==> src/logic/cmac_pkg.sv <==
// shared types and constants for the cpu mode and address control block
package cmac_pkg;

  typedef enum logic [1:0] {
    CMAC_NORMAL = 2'h0,
    CMAC_MIDDLE = 2'h1,
    CMAC_ADVANCED = 2'h3,
    CMAC_MAXIMUM = 2'h2
  } cmac_mode_type;

  typedef enum logic [1:0] {
    CMAC_STK16 = 2'h0,
    CMAC_STK24 = 2'h1,
    CMAC_STK32 = 2'h2
  } cmac_stk_type;

  typedef enum logic [2:0] {
    CMAC_OP_ADDSUB = 3'h0,
    CMAC_OP_MUL32 = 3'h1,
    CMAC_OP_DIV16_8 = 3'h2,
    CMAC_OP_DIV32_16 = 3'h3,
    CMAC_OP_DIV32_32 = 3'h4
  } cmac_op_type;

  typedef enum logic [1:0] {
    CMAC_T_IDLE = 2'h0,
    CMAC_T_RUN = 2'h1,
    CMAC_T_DONE = 2'h3
  } cmac_tmr_state_type;

  localparam logic [31:0] CMAC_MASK_64K = 32'h0000FFFF;
  localparam logic [31:0] CMAC_MASK_16M = 32'h00FFFFFF;
  localparam logic [31:0] CMAC_MASK_4G = 32'hFFFFFFFF;
  localparam logic [31:0] CMAC_VEC_BASE = 32'h00000000;
  localparam int CMAC_SEXT_BIT = 15;
  localparam logic [1:0] CMAC_SHIFT_WORD = 2'h1;
  localparam logic [1:0] CMAC_SHIFT_LONG = 2'h2;

  localparam logic [4:0] CMAC_ST_ADDSUB = 5'h01;
  localparam logic [4:0] CMAC_ST_MUL32 = 5'h05;
  localparam logic [4:0] CMAC_ST_DIV16 = 5'h0A;
  localparam logic [4:0] CMAC_ST_DIV32 = 5'h12;

  localparam int CMAC_CCR_IMASK = 7;
  localparam logic [7:0] CMAC_CCR_RST = 8'h80;

endpackage : cmac_pkg

==> src/logic/cmac_op_timer.sv <==
// state counter for register-to-register arithmetic latency
`timescale 1ns/10ps
module cmac_op_timer
  import cmac_pkg::*;
(
  input wire logic clock,
  input wire logic nrst,
  input wire logic op_start,
  input wire cmac_op_type op_kind,
  output logic op_busy_ff,
  output logic op_done_ff
);

  cmac_tmr_state_type state_ff;
  logic [4:0] cnt_ff;
  logic [4:0] nxt_cnt;
  logic take;

  assign take = op_start && (state_ff == CMAC_T_IDLE);

  always_comb begin
    case (op_kind)
      CMAC_OP_ADDSUB: nxt_cnt = CMAC_ST_ADDSUB;
      CMAC_OP_MUL32: nxt_cnt = CMAC_ST_MUL32;
      CMAC_OP_DIV16_8: nxt_cnt = CMAC_ST_DIV16;
      default: nxt_cnt = CMAC_ST_DIV32;
    endcase
  end

  // load state count
  always_ff @(posedge clock or negedge nrst) begin
    if (!nrst) begin
      state_ff <= CMAC_T_IDLE;
      cnt_ff <= 5'h00;
      op_busy_ff <= 1'b0;
      op_done_ff <= 1'b0;
    end else begin
      case (state_ff)
        CMAC_T_IDLE: begin
          op_done_ff <= 1'b0;
          if (take) begin
            // the take edge is the first state, so only count-1 remain
            cnt_ff <= nxt_cnt - 5'h01;
            if (nxt_cnt == 5'h01) begin
              state_ff <= CMAC_T_DONE;
              op_done_ff <= 1'b1;
            end else begin
              state_ff <= CMAC_T_RUN;
              op_busy_ff <= 1'b1;
            end
          end
        end
        CMAC_T_RUN: begin
          cnt_ff <= cnt_ff - 5'h01;
          if (cnt_ff == 5'h01) begin
            state_ff <= CMAC_T_DONE;
            op_busy_ff <= 1'b0;
            op_done_ff <= 1'b1;
          end
        end
        CMAC_T_DONE: begin
          state_ff <= CMAC_T_IDLE;
          op_done_ff <= 1'b0;
        end
        default: begin
          state_ff <= CMAC_T_IDLE;
          op_busy_ff <= 1'b0;
          op_done_ff <= 1'b0;
        end
      endcase
    end
  end
endmodule : cmac_op_timer

==> src/logic/cmac_mode_ctrl.sv <==
// operating mode, address shaping, vector, stack and fetch control of the cpu core
// Behaviour
// normal mode limits every program and data address to 64 kilobytes.
// middle mode data addresses keep low 16 bits, sign-extended into upper eight.
// middle mode: 16 megabyte total, program up to 16M, data 64K.
// normal mode vector table starts at zero, one 16-bit address per entry.
// middle and advanced entries are 32 bits; low 24 bits are the target.
// maximum mode vector table at zero, entries give full 32-bit target.
// memory-indirect form reads location named by 8-bit absolute and branches there.
// middle and advanced indirect operand is a longword, top byte taken as zero.
// normal mode pushes and pops the program counter as 16 bits.
// middle and advanced modes push and pop the program counter as 24 bits.
// maximum mode pushes and pops the program counter as 32 bits.
// maximum mode always saves and restores the extended control register.
// upper half independent of address use, except carry or borrow propagates.
// middle mode jumps and calls may use wider register contents.
// advanced mode: 4 gigabyte space, program 16M, data 4G.
// maximum mode: program and data both span the full 4 gigabytes.
// fetch width select picks 16 or 32-bit fetch; data access unaffected.
// software sets fetch width to match program memory bus width.
// this variant runs only in advanced mode.
// register add and subtract of 8, 16, 32 bits takes one state.
// 32 by 32 multiply takes five states.
// 16/8 divide takes ten states; 32/16 and 32/32 divides eighteen.
// fetch ignores the program counter lsb and drives it as zero.
// interrupt mask bit of condition flags set at every exception start.
// mode sampled from a static strap after reset and held until next reset.
`timescale 1ns/10ps
module cmac_mode_ctrl
  import cmac_pkg::*;
#(
  parameter bit ONLY_ADVANCED = 1'b1
)
(
  input wire logic clock,
  input wire logic nrst,
  input wire logic [1:0] mode_strap,
  input wire logic fetch_width_select,
  input wire logic ea_valid,
  input wire logic ea_is_program,
  input wire logic [31:0] ea_in,
  input wire logic tbl_req_valid,
  input wire logic tbl_is_vector,
  input wire logic [7:0] tbl_index,
  input wire logic tbl_data_valid,
  input wire logic [31:0] tbl_data,
  input wire logic stk_valid,
  input wire logic [31:0] stk_value,
  input wire logic fetch_valid,
  input wire logic [31:0] fetch_pc,
  input wire logic upd_valid,
  input wire logic [31:0] upd_reg,
  input wire logic [2:0] upd_step,
  input wire logic upd_down,
  input wire logic cond_flags_write,
  input wire logic [7:0] cond_flags_wdata,
  input wire logic exc_start,
  input wire logic op_start,
  input wire cmac_op_type op_kind,
  output cmac_mode_type mode_ff,
  output logic mode_ready_ff,
  output logic mode_fault_ff,
  output logic addr_valid_ff,
  output logic [31:0] addr_out_ff,
  output logic addr_trunc_ff,
  output logic tbl_addr_valid_ff,
  output logic [31:0] tbl_addr_ff,
  output logic tbl_long_ff,
  output logic target_valid_ff,
  output logic [31:0] target_ff,
  output cmac_stk_type stk_width_ff,
  output logic exr_save_ff,
  output logic stk_out_valid_ff,
  output logic [31:0] stk_out_ff,
  output logic fetch_out_valid_ff,
  output logic [31:0] fetch_addr_ff,
  output logic fetch_long_ff,
  output logic upd_out_valid_ff,
  output logic [31:0] upd_result_ff,
  output logic [7:0] condition_flags_reg_ff,
  output logic op_busy_ff,
  output logic op_done_ff
);

  logic [31:0] nxt_addr;
  logic [31:0] nxt_fetch;
  logic [31:0] nxt_tbl_addr;
  logic [31:0] nxt_target;
  logic [31:0] nxt_stk;
  logic [31:0] nxt_upd;
  logic [31:0] step_ext;

  // address shaping per mode; program and data areas differ in middle and advanced modes
  function automatic logic [31:0] map_ea(input cmac_mode_type m, input logic prog, input logic [31:0] ea);
    logic [31:0] r;
    r = ea;
    case (m)
      CMAC_NORMAL: r = ea & CMAC_MASK_64K;
      CMAC_MIDDLE: begin
        if (prog) begin
          r = ea & CMAC_MASK_16M;
        end else begin
          r = {8'h00, {8{ea[CMAC_SEXT_BIT]}}, ea[15:0]};
        end
      end
      CMAC_ADVANCED: r = prog ? (ea & CMAC_MASK_16M) : (ea & CMAC_MASK_4G);
      CMAC_MAXIMUM: r = ea & CMAC_MASK_4G;
      default: r = ea;
    endcase
    return r;
  endfunction : map_ea

  // width of a stored branch address or stacked program counter
  function automatic logic [31:0] pc_mask(input cmac_mode_type m);
    logic [31:0] r;
    r = CMAC_MASK_4G;
    case (m)
      CMAC_NORMAL: r = CMAC_MASK_64K;
      CMAC_MIDDLE: r = CMAC_MASK_16M;
      CMAC_ADVANCED: r = CMAC_MASK_16M;
      default: r = CMAC_MASK_4G;
    endcase
    return r;
  endfunction : pc_mask

  // catch strap once
  always_ff @(posedge clock or negedge nrst) begin
    if (!nrst) begin
      mode_ff <= CMAC_ADVANCED;
      mode_ready_ff <= 1'b0;
      mode_fault_ff <= 1'b0;
    end else if (!mode_ready_ff) begin
      mode_ready_ff <= 1'b1;
      // force advanced mode
      if (ONLY_ADVANCED) begin
        mode_ff <= CMAC_ADVANCED;
        mode_fault_ff <= (mode_strap != CMAC_ADVANCED);
      end else begin
        mode_ff <= cmac_mode_type'(mode_strap);
        mode_fault_ff <= 1'b0;
      end
    end
  end

  // effective address
  assign nxt_addr = map_ea(mode_ff, ea_is_program, ea_in);

  always_ff @(posedge clock or negedge nrst) begin
    if (!nrst) begin
      addr_valid_ff <= 1'b0;
      addr_out_ff <= 32'h00000000;
      addr_trunc_ff <= 1'b0;
    end else begin
      addr_valid_ff <= ea_valid;
      if (ea_valid) begin
        addr_out_ff <= nxt_addr;
        addr_trunc_ff <= (nxt_addr != ea_in);
      end
    end
  end

  // vector and indirect operand location
  always_comb begin
    if (tbl_is_vector) begin
      if (mode_ff == CMAC_NORMAL) begin
        nxt_tbl_addr = CMAC_VEC_BASE + ({24'h000000, tbl_index} << CMAC_SHIFT_WORD);
      end else begin
        nxt_tbl_addr = CMAC_VEC_BASE + ({24'h000000, tbl_index} << CMAC_SHIFT_LONG);
      end
    end else begin
      nxt_tbl_addr = {24'h000000, tbl_index};
    end
  end

  always_ff @(posedge clock or negedge nrst) begin
    if (!nrst) begin
      tbl_addr_valid_ff <= 1'b0;
      tbl_addr_ff <= 32'h00000000;
      tbl_long_ff <= 1'b0;
    end else begin
      tbl_addr_valid_ff <= tbl_req_valid;
      if (tbl_req_valid) begin
        tbl_addr_ff <= nxt_tbl_addr;
        // longword operand outside normal mode
        tbl_long_ff <= (mode_ff != CMAC_NORMAL);
      end
    end
  end

  // drop ignored upper bits of target
  assign nxt_target = tbl_data & pc_mask(mode_ff);

  always_ff @(posedge clock or negedge nrst) begin
    if (!nrst) begin
      target_valid_ff <= 1'b0;
      target_ff <= 32'h00000000;
    end else begin
      target_valid_ff <= tbl_data_valid;
      if (tbl_data_valid) begin
        target_ff <= nxt_target;
      end
    end
  end

  // stacking width and extended control save
  always_ff @(posedge clock or negedge nrst) begin
    if (!nrst) begin
      stk_width_ff <= CMAC_STK24;
      exr_save_ff <= 1'b0;
    end else begin
      case (mode_ff)
        CMAC_NORMAL: stk_width_ff <= CMAC_STK16;
        CMAC_MAXIMUM: stk_width_ff <= CMAC_STK32;
        default: stk_width_ff <= CMAC_STK24;
      endcase
      exr_save_ff <= (mode_ff == CMAC_MAXIMUM);
    end
  end

  assign nxt_stk = stk_value & pc_mask(mode_ff);

  always_ff @(posedge clock or negedge nrst) begin
    if (!nrst) begin
      stk_out_valid_ff <= 1'b0;
      stk_out_ff <= 32'h00000000;
    end else begin
      stk_out_valid_ff <= stk_valid;
      if (stk_valid) begin
        stk_out_ff <= nxt_stk;
      end
    end
  end

  // fetch address word aligned
  assign nxt_fetch = {map_ea(mode_ff, 1'b1, fetch_pc)} & 32'hFFFFFFFE;

  always_ff @(posedge clock or negedge nrst) begin
    if (!nrst) begin
      fetch_out_valid_ff <= 1'b0;
      fetch_addr_ff <= 32'h00000000;
      fetch_long_ff <= 1'b0;
    end else begin
      fetch_out_valid_ff <= fetch_valid;
      if (fetch_valid) begin
        fetch_addr_ff <= nxt_fetch;
        // fetch width only
        fetch_long_ff <= fetch_width_select;
      end
    end
  end

  // carry and borrow reach upper half
  assign step_ext = {29'h00000000, upd_step};
  assign nxt_upd = upd_down ? (upd_reg - step_ext) : (upd_reg + step_ext);

  always_ff @(posedge clock or negedge nrst) begin
    if (!nrst) begin
      upd_out_valid_ff <= 1'b0;
      upd_result_ff <= 32'h00000000;
    end else begin
      upd_out_valid_ff <= upd_valid;
      if (upd_valid) begin
        upd_result_ff <= nxt_upd;
      end
    end
  end

  // mask set wins over write
  always_ff @(posedge clock or negedge nrst) begin
    if (!nrst) begin
      condition_flags_reg_ff <= CMAC_CCR_RST;
    end else begin
      if (cond_flags_write) begin
        condition_flags_reg_ff <= cond_flags_wdata;
      end
      if (exc_start) begin
        condition_flags_reg_ff[CMAC_CCR_IMASK] <= 1'b1;
      end
    end
  end

  // arithmetic state timing
  cmac_op_timer u_op_timer (
    .clock(clock),
    .nrst(nrst),
    .op_start(op_start),
    .op_kind(op_kind),
    .op_busy_ff(op_busy_ff),
    .op_done_ff(op_done_ff)
  );
endmodule : cmac_mode_ctrl

==> config.mk <==
export PLATFORM = sky130hd
export DESIGN_NAME = cmac_mode_ctrl
export DESIGN_NICKNAME = d
export VERILOG_FILES = /design/src/logic/cmac_pkg.sv /design/src/logic/cmac_op_timer.sv /design/src/logic/cmac_mode_ctrl.sv
export SDC_FILE = /design/constraint.sdc
export NUM_CORES = 1
export LEC_CHECK = 0
export ABC_AREA = 1
export BUFFER_PORTS_ARGS = -buffer_cell sky130_fd_sc_hd__buf_2
export CAP_MARGIN = 20
export CELL_PAD_IN_SITES_DETAIL_PLACEMENT = 0
export CELL_PAD_IN_SITES_GLOBAL_PLACEMENT = 1
export CORE_MARGIN = 5
export CORE_UTILIZATION = 34
export DETAILED_ROUTE_END_ITERATION = 8
export GPL_ROUTABILITY_DRIVEN = 0
export PLACE_DENSITY_LB_ADDON = 0.1
export SLEW_MARGIN = 25
export SYNTH_ARGS = -nofsm -noshare
export SYNTH_HDL_FRONTEND = slang
export SYNTH_SLANG_ARGS = --single-unit
==> constraint.sdc <==
create_clock -name clock -period 1.8 [get_ports clock]
set_input_delay 0.09 -clock clock [delete_from_list [all_inputs] [get_ports clock]]
set_output_delay 0.09 -clock clock [all_outputs]
set_load 0.03 [all_outputs]
# After elaboration in Yosys (flattened, before gate mapping)
# Index checks and enable logic that the tools add are counted.
[totals]
ff_bits = 195
latch_bits = 0
mem_bits_rw = 0
romBits = 0
input_bits = 199
output_inout_bits = 218
wordCells = 67
n_memories = 0
[op_classes]
add_sub_neg = 4
mul = 0
div_mod_pow = 0
n_lt_le_gt_ge = 0
n_eq_ne = 11
n_shift = 0
n_mux = 20
bitwise = 1
n_reduce_logical = 8
[ops]
columns = ["op", "n"]
rows = [
  ["32-bit 2-to-1 mux", 2],
  ["32-bit by 3-bit adder with 32-bit output", 1],
  ["32-bit != test", 1],
  ["32-bit by 3-bit subtractor with 32-bit output", 1],
  ["5-bit case mux with 3 select lines", 1],
  ["5-bit by 1-bit == test with 1-bit output, second input constant", 2],
  ["10-bit 2-to-1 mux", 1],
  ["5-bit case mux with 2 select lines", 1],
  ["5-bit by 1-bit subtractor with 5-bit output, second input constant", 2],
  ["8-bit 2-to-1 mux", 1],
  ["1-bit 2-to-1 mux", 7],
  ["2-bit 2-to-1 mux", 3],
  ["5-bit 2-to-1 mux", 1],
  ["2-bit by 1-bit != test with 1-bit output, second input constant", 2],
  ["2-bit != test, second input constant", 2],
  ["2-bit case mux with 2 select lines", 1],
  ["2-bit AND reduction", 2],
  ["4-bit AND reduction", 1],
  ["2-bit nonzero test", 2],
  ["3-bit by 1-bit == test with 1-bit output, second input constant", 1],
  ["3-bit by 2-bit == test with 1-bit output, second input constant", 1],
  ["3-bit zero test", 1],
  ["1-bit case mux with 3 select lines", 1],
  ["2-bit by 1-bit == test with 1-bit output, second input constant", 1],
  ["other kinds (5)", 5],
]

# Longest topological paths before layout
[depth]
word_depth = 6
mapped_depth = 18
depth_no_buf = 18

# Cells and area by module
# From an unflattened synthesis, not the netlist that was laid out.
[unflattened]
hier_cells = 1148
hier_area_um2 = 9550.4
[modules_own_cells]
columns = ["mod", "n_inst", "cells_per_inst", "area_per_inst_um2", "seq_area_each_um2"]
rows = [
  ["cmac_mode_ctrl", 1, 1054, 8932.3, 4105.2],
  ["cmac_op_timer", 1, 94, 618.1, 225.2],
]

# Worst setup path before layout
# No wires, ideal clock.
[synth_path]
path_type = "input to register"
startpoint = "input upd_step[1]"
endpoint = "register upd_result_ff[31]"
setup_ps = 117
arrival_ps = 2414
required_ps = 1683
setup_slack_ps = -731
stages = 14
path_buffers = 0
cell_sequence = "o31ai_1 -> ha_1 -> nand2_1 -> inv_1 -> nand2_1 -> nand2_1 -> inv_1 -> nand2_1 -> nand2_1 -> nand2_2 -> nand2_1 -> nand3_1 -> nand3_1 -> nand2_1"
[synth_via]
elab_chain_len = 2
elab_cells_between_ends = 3
cone_classes = "2 x add/sub; 1 x mux"
[synth_lines]
columns = ["item", "line", "rtl"]
rows = [
  ["from (decl)", "cmac_mode_ctrl.sv:53", "input wire logic [2:0] upd_step,"],
  ["32-bit by 3-bit adder with 32-bit output / 32-bit by 3-bit subtractor with 32-bit output (equally long branches)", "cmac_mode_ctrl.sv:254", "assign nxt_upd = upd_down ? (upd_reg - step_ext) : (upd_reg + step_ext);"],
  ["32-bit 2-to-1 mux (*)", "cmac_mode_ctrl.sv:254", ""],
  ["to (signal assigned)", "cmac_mode_ctrl.sv:263", "upd_result_ff <= nxt_upd;"],
  ["to (decl)", "cmac_mode_ctrl.sv:79", "output logic [31:0] upd_result_ff,"],
]
# Every way passes the cells marked *; elsewhere a longest branch is shown, timed or not.
# A chain may end at the register's enable or synchronous reset.

# Worst setup path after layout
[layout_path]
startpoint = "input upd_step[1]"
endpoint = "register upd_result_ff[16]"
# Same word-level chain as after synthesis.

==> key figures <==
Status
  – Status: completed

Cells and area
  – Fill cells: 2522
  – Final std cells w/o fill: 2023
  – Commonest non-fill, non-tap cell in the layout: buf_2
  – Area of the multi-input gates: 5170 um^2
  – Share of cells above drive strength 1: 0.430
  – Nets: 1903
  – P&R area growth vs syn: 59.9%
  – Core Util, Final: 0.553
  – Finished Cell Area: 14900 um^2
  – FF+latch area: 4330 um^2
  – Most frequent cells in the layout: buf_2 (336), nand2_1 (298), dfrtp_1 (172), dlygate4sd3_1 (134), inv_1 (129)

Global routing
  – Largest net degree at the start of global routing: 53
  – First-pass GRT wire length: 50500 um
  – Antenna violations before repair: 1
  – Vias in the first global route: 9084
  – Total GRT Usage: 0.206
  – Total gr overflow: 0

Setup path
  – CP Launch Point: upd_step[1]
  – Crit-path cells: buf_12 -> inv_12 -> ha_4 -> ha_4 -> or2_4 -> ha_4 -> nand2_4 -> buf_6 -> nor2_4 -> inv_2 -> o21bai_4 -> inv_1 -> o211ai_1 -> nand3_1 -> nand2_1
  – Worst Setup Start Kind: input pin
  – Reg2reg start: u_op_timer.state_ff[0]
  – CP required: 2.16 ns
  – CP Max Fanout: 7
  – Slowest cell on crit path: ha_4
  – Worst Setup Path Type: in -> reg
  – Most frequent CP cell: ha_4
  – CP endpoint kind: flop
  – Flop2flop setup slack: 0.33 ns
  – CP Buf/Inv Count: 5
  – Reg2Reg Depth: 6
  – Worst Path Arrival: 2.14 ns
  – CP delay by family, top: simple AND/OR/NAND/NOR gates
  – Critical Path Max Stage Delay: 0.35 ns
  – Worst R2R End: u_op_timer.cnt_ff[2]

Drt
  – Remaining DRCs: 0
  – DRT iter0 DRCs: 320
  – Drt total wl: 33400 um
  – Drt via density: 4.48
  – Vias post-DR: 9059
  – Routed wire per std cell: 16.5 um
  – Pre-antenna DRT Iters: 4
  – Routed Antenna Nets: 0

Power
  – P_leak: 7.77 nW
  – Power per Cell Area: 881 nW/um^2
  – Seq pwr share: 0.354
  – Int Pwr: 8.11 mW
  – Psw: 5.05 mW
  – Maximum vdd drop: 0.491 mV
  – Design Power: 13.2 mW
  – Logic pwr share: 0.370
  – Clock share of power: 0.275
  – Switching share of power: 0.384

Logic synthesis
  – Yosys reg bits: 173
  – Cell area after synthesis: 9340 um^2
  – Synth warn: 0
  – Sequential cell area fraction in the yosys report: 0.464
  – Synth cell types: 35
  – Mapped Cells: 1112
  – Syn_area_per_cell: 8.40 um^2

Clocking
  – Clk root buf: clkbuf_16
  – H-tree depth: 4
  – Clk slew on worst S/H paths: 0.07 ns
  – Worst-Skew Late Latency: 0.42 ns
  – Clk buf depth: 2
  – Num CTS Buffers: 17
  – CTS tree: yes
  – Clock sink count: 173

Timing
  – Setup TNS: 0 ns
  – RSZ-0062 raised after global routing: true
  – Max Clock Freq: 563 MHz
  – Final Max Slew Viols: 0
  – Slew headroom: 0.592
  – Worst clock skew: 0.0125 ns
  – Final hold violation count: 0
  – Final setup fails: 0
  – Min Tclk post-route: 1.78 ns
  – Period utilisation layout: 0.987
  – Actual slew at the worst max-slew pin: 0.612 ns
  – Fin worst setup slack: 0.0239 ns
  – Fin Hold WS: 0.0207 ns

Placement
  – HPWL after DPL: 25700 um
  – Placed cells: 1845
  – Port Buffers: 339
  – Place WS: -0.644 ns
  – Area after DPL: 12200 um^2

Floorplan
  – Rows: 60
  – Core area: 27000 um^2
  – Die Y: 176 um
  – Die Area: 30900 um^2
  – Die X: 176 um
  – Initial Util: 0.346
  – I/O Pins: 417

Hold path
  – Hold Path Stages: 4
  – Worst min path class: in -> reg
  – Min-delay src: op_kind[0]
  – Worst Hold Path EP: u_op_timer.state_ff[1]

Flow run
  – Max-Cap Viols: 0
## logic make-up (layout without fill, tap and decap cells)
logic type / count (synthesis) / after routing / synth area share
adders and majority gates: 36 / 36 / 0.0490
AOI/OAI and AO/OA: 90 / 90 / 0.0523
DFF: 173 / 173 / 0.464
other: 2 / 54 / 0.000804
and+or+nand+nor: 495 / 496 / 0.213
xor gates and xnor gates: 16 / 16 / 0.0150
buffers and inverters: 221 / 738 / 0.111
muxes: 79 / 79 / 0.0953
## layout make-up
cell class	count	area share
clock buffer	18	0.0287
clock inverter	14	0.0102
tap	341	0.0286
inverter	144	0.0375
sequential	173	0.290
timing repair buffer	562	0.259
multi-input combinational	770	0.346
antenna	1	0.000168
## how the worst max path moves through the flow
stage / endpoint / slack (ns) / cells after the start
finish: upd_result_ff[16] / 0.02 / 15
global route: upd_result_ff[16] / -0.06 / 15
CTS: upd_result_ff[23] / 0.007 / 19
detailed placement: upd_result_ff[24] / -0.64 / 16
global placement: upd_result_ff[26] / -0.61 / 16
floorplan: upd_result_ff[23] / -0.15 / 18
## metal layers
layer / vias to the layer above / track usage / wire [um]
li1: 4514 / - / -
met1: 4271 / 0.253 / 13800
met2: 236 / 0.365 / 17200
met3: 38 / 0.0435 / 1780
met4: 0 / 0.0598 / 662
met5: - / 0 / 0
## tightest hold or removal path, stage by stage
cell and delay, ns:
buf_2 0.10, nor2_1 0.05, nor2_1 0.10, nor2_1 0.06
## synthesized netlist by cell type
| library cell | n | area (um^2) |
|---|---|---|
| conb_1 | 2 | 7.51 |
| a22oi_1 | 2 | 15.0 |
| o31ai_1 | 1 | 7.51 |
| o22ai_1 | 2 | 12.5 |
| nand2_2 | 4 | 25.0 |
| dfrtp_1 | 172 | 4300 |
| buf_2 | 12 | 60.1 |
| o211ai_1 | 1 | 7.51 |
| a21oi_1 | 28 | 140 |
| a41oi_1 | 1 | 8.76 |
| fa_1 | 1 | 20.0 |
| inv_1 | 143 | 537 |
| dfstp_2 | 1 | 26.3 |
| nand2_1 | 367 | 1380 |
| or2_2 | 2 | 12.5 |
| buf_4 | 52 | 390 |
| xnor2_1 | 13 | 114 |
| a31oi_1 | 3 | 18.8 |
| a21o_1 | 1 | 7.51 |
| nand3_1 | 48 | 240 |
| mux2_2 | 79 | 890 |
| o21ai_1 | 3 | 15.0 |
| clkinv_1 | 1 | 3.75 |
| clkbuf_1 | 13 | 48.8 |
| nor3_1 | 5 | 25.0 |
| ha_1 | 35 | 438 |
| o21bai_1 | 3 | 22.5 |
| nor2_1 | 57 | 214 |
| nand4_1 | 4 | 25.0 |
| o21ai_0 | 43 | 215 |
| xor2_1 | 3 | 26.3 |
| nor2_2 | 2 | 12.5 |
| a22o_1 | 2 | 17.5 |
| nand3b_1 | 3 | 22.5 |
| nand3_2 | 3 | 30.0 |
## sequential cells by signal (all words and copies together), names as in the netlist, 2 cells and up
signal / flops
addr_out_ff: 32
condition_flags_reg_ff: 8
fetch_addr_ff: 23
stk_out_ff: 24
target_ff: 24
tbl_addr_ff: 10
u_op_timer.cnt_ff: 5
u_op_timer.state_ff: 2
upd_result_ff: 32
## power groups by stage
stage / Combinational, mW / Clock (mW) / Sequential (mW)
after floorplan: 1.88 / 0 / 5.61
after global placement: 4.27 / 0 / 4.71
after detailed placement: 4.28 / 0 / 4.73
after CTS: 4.56 / 3.75 / 4.66
after global routing: 5.30 / 3.92 / 4.73
final: 4.87 / 3.63 / 4.66
## timing repair
action / 4_1_cts / 5_1_grt
setup buffers: 1 / 8
resized for setup: 9 / 172
endpoints found under the setup margin: 22 / 23
pin swaps: 5 / 62
endpoints found under the hold margin: 172 / 0
gates cloned: 1 / 1
hold buffers: 134 / 0
(Power assumes the default switching activity.)
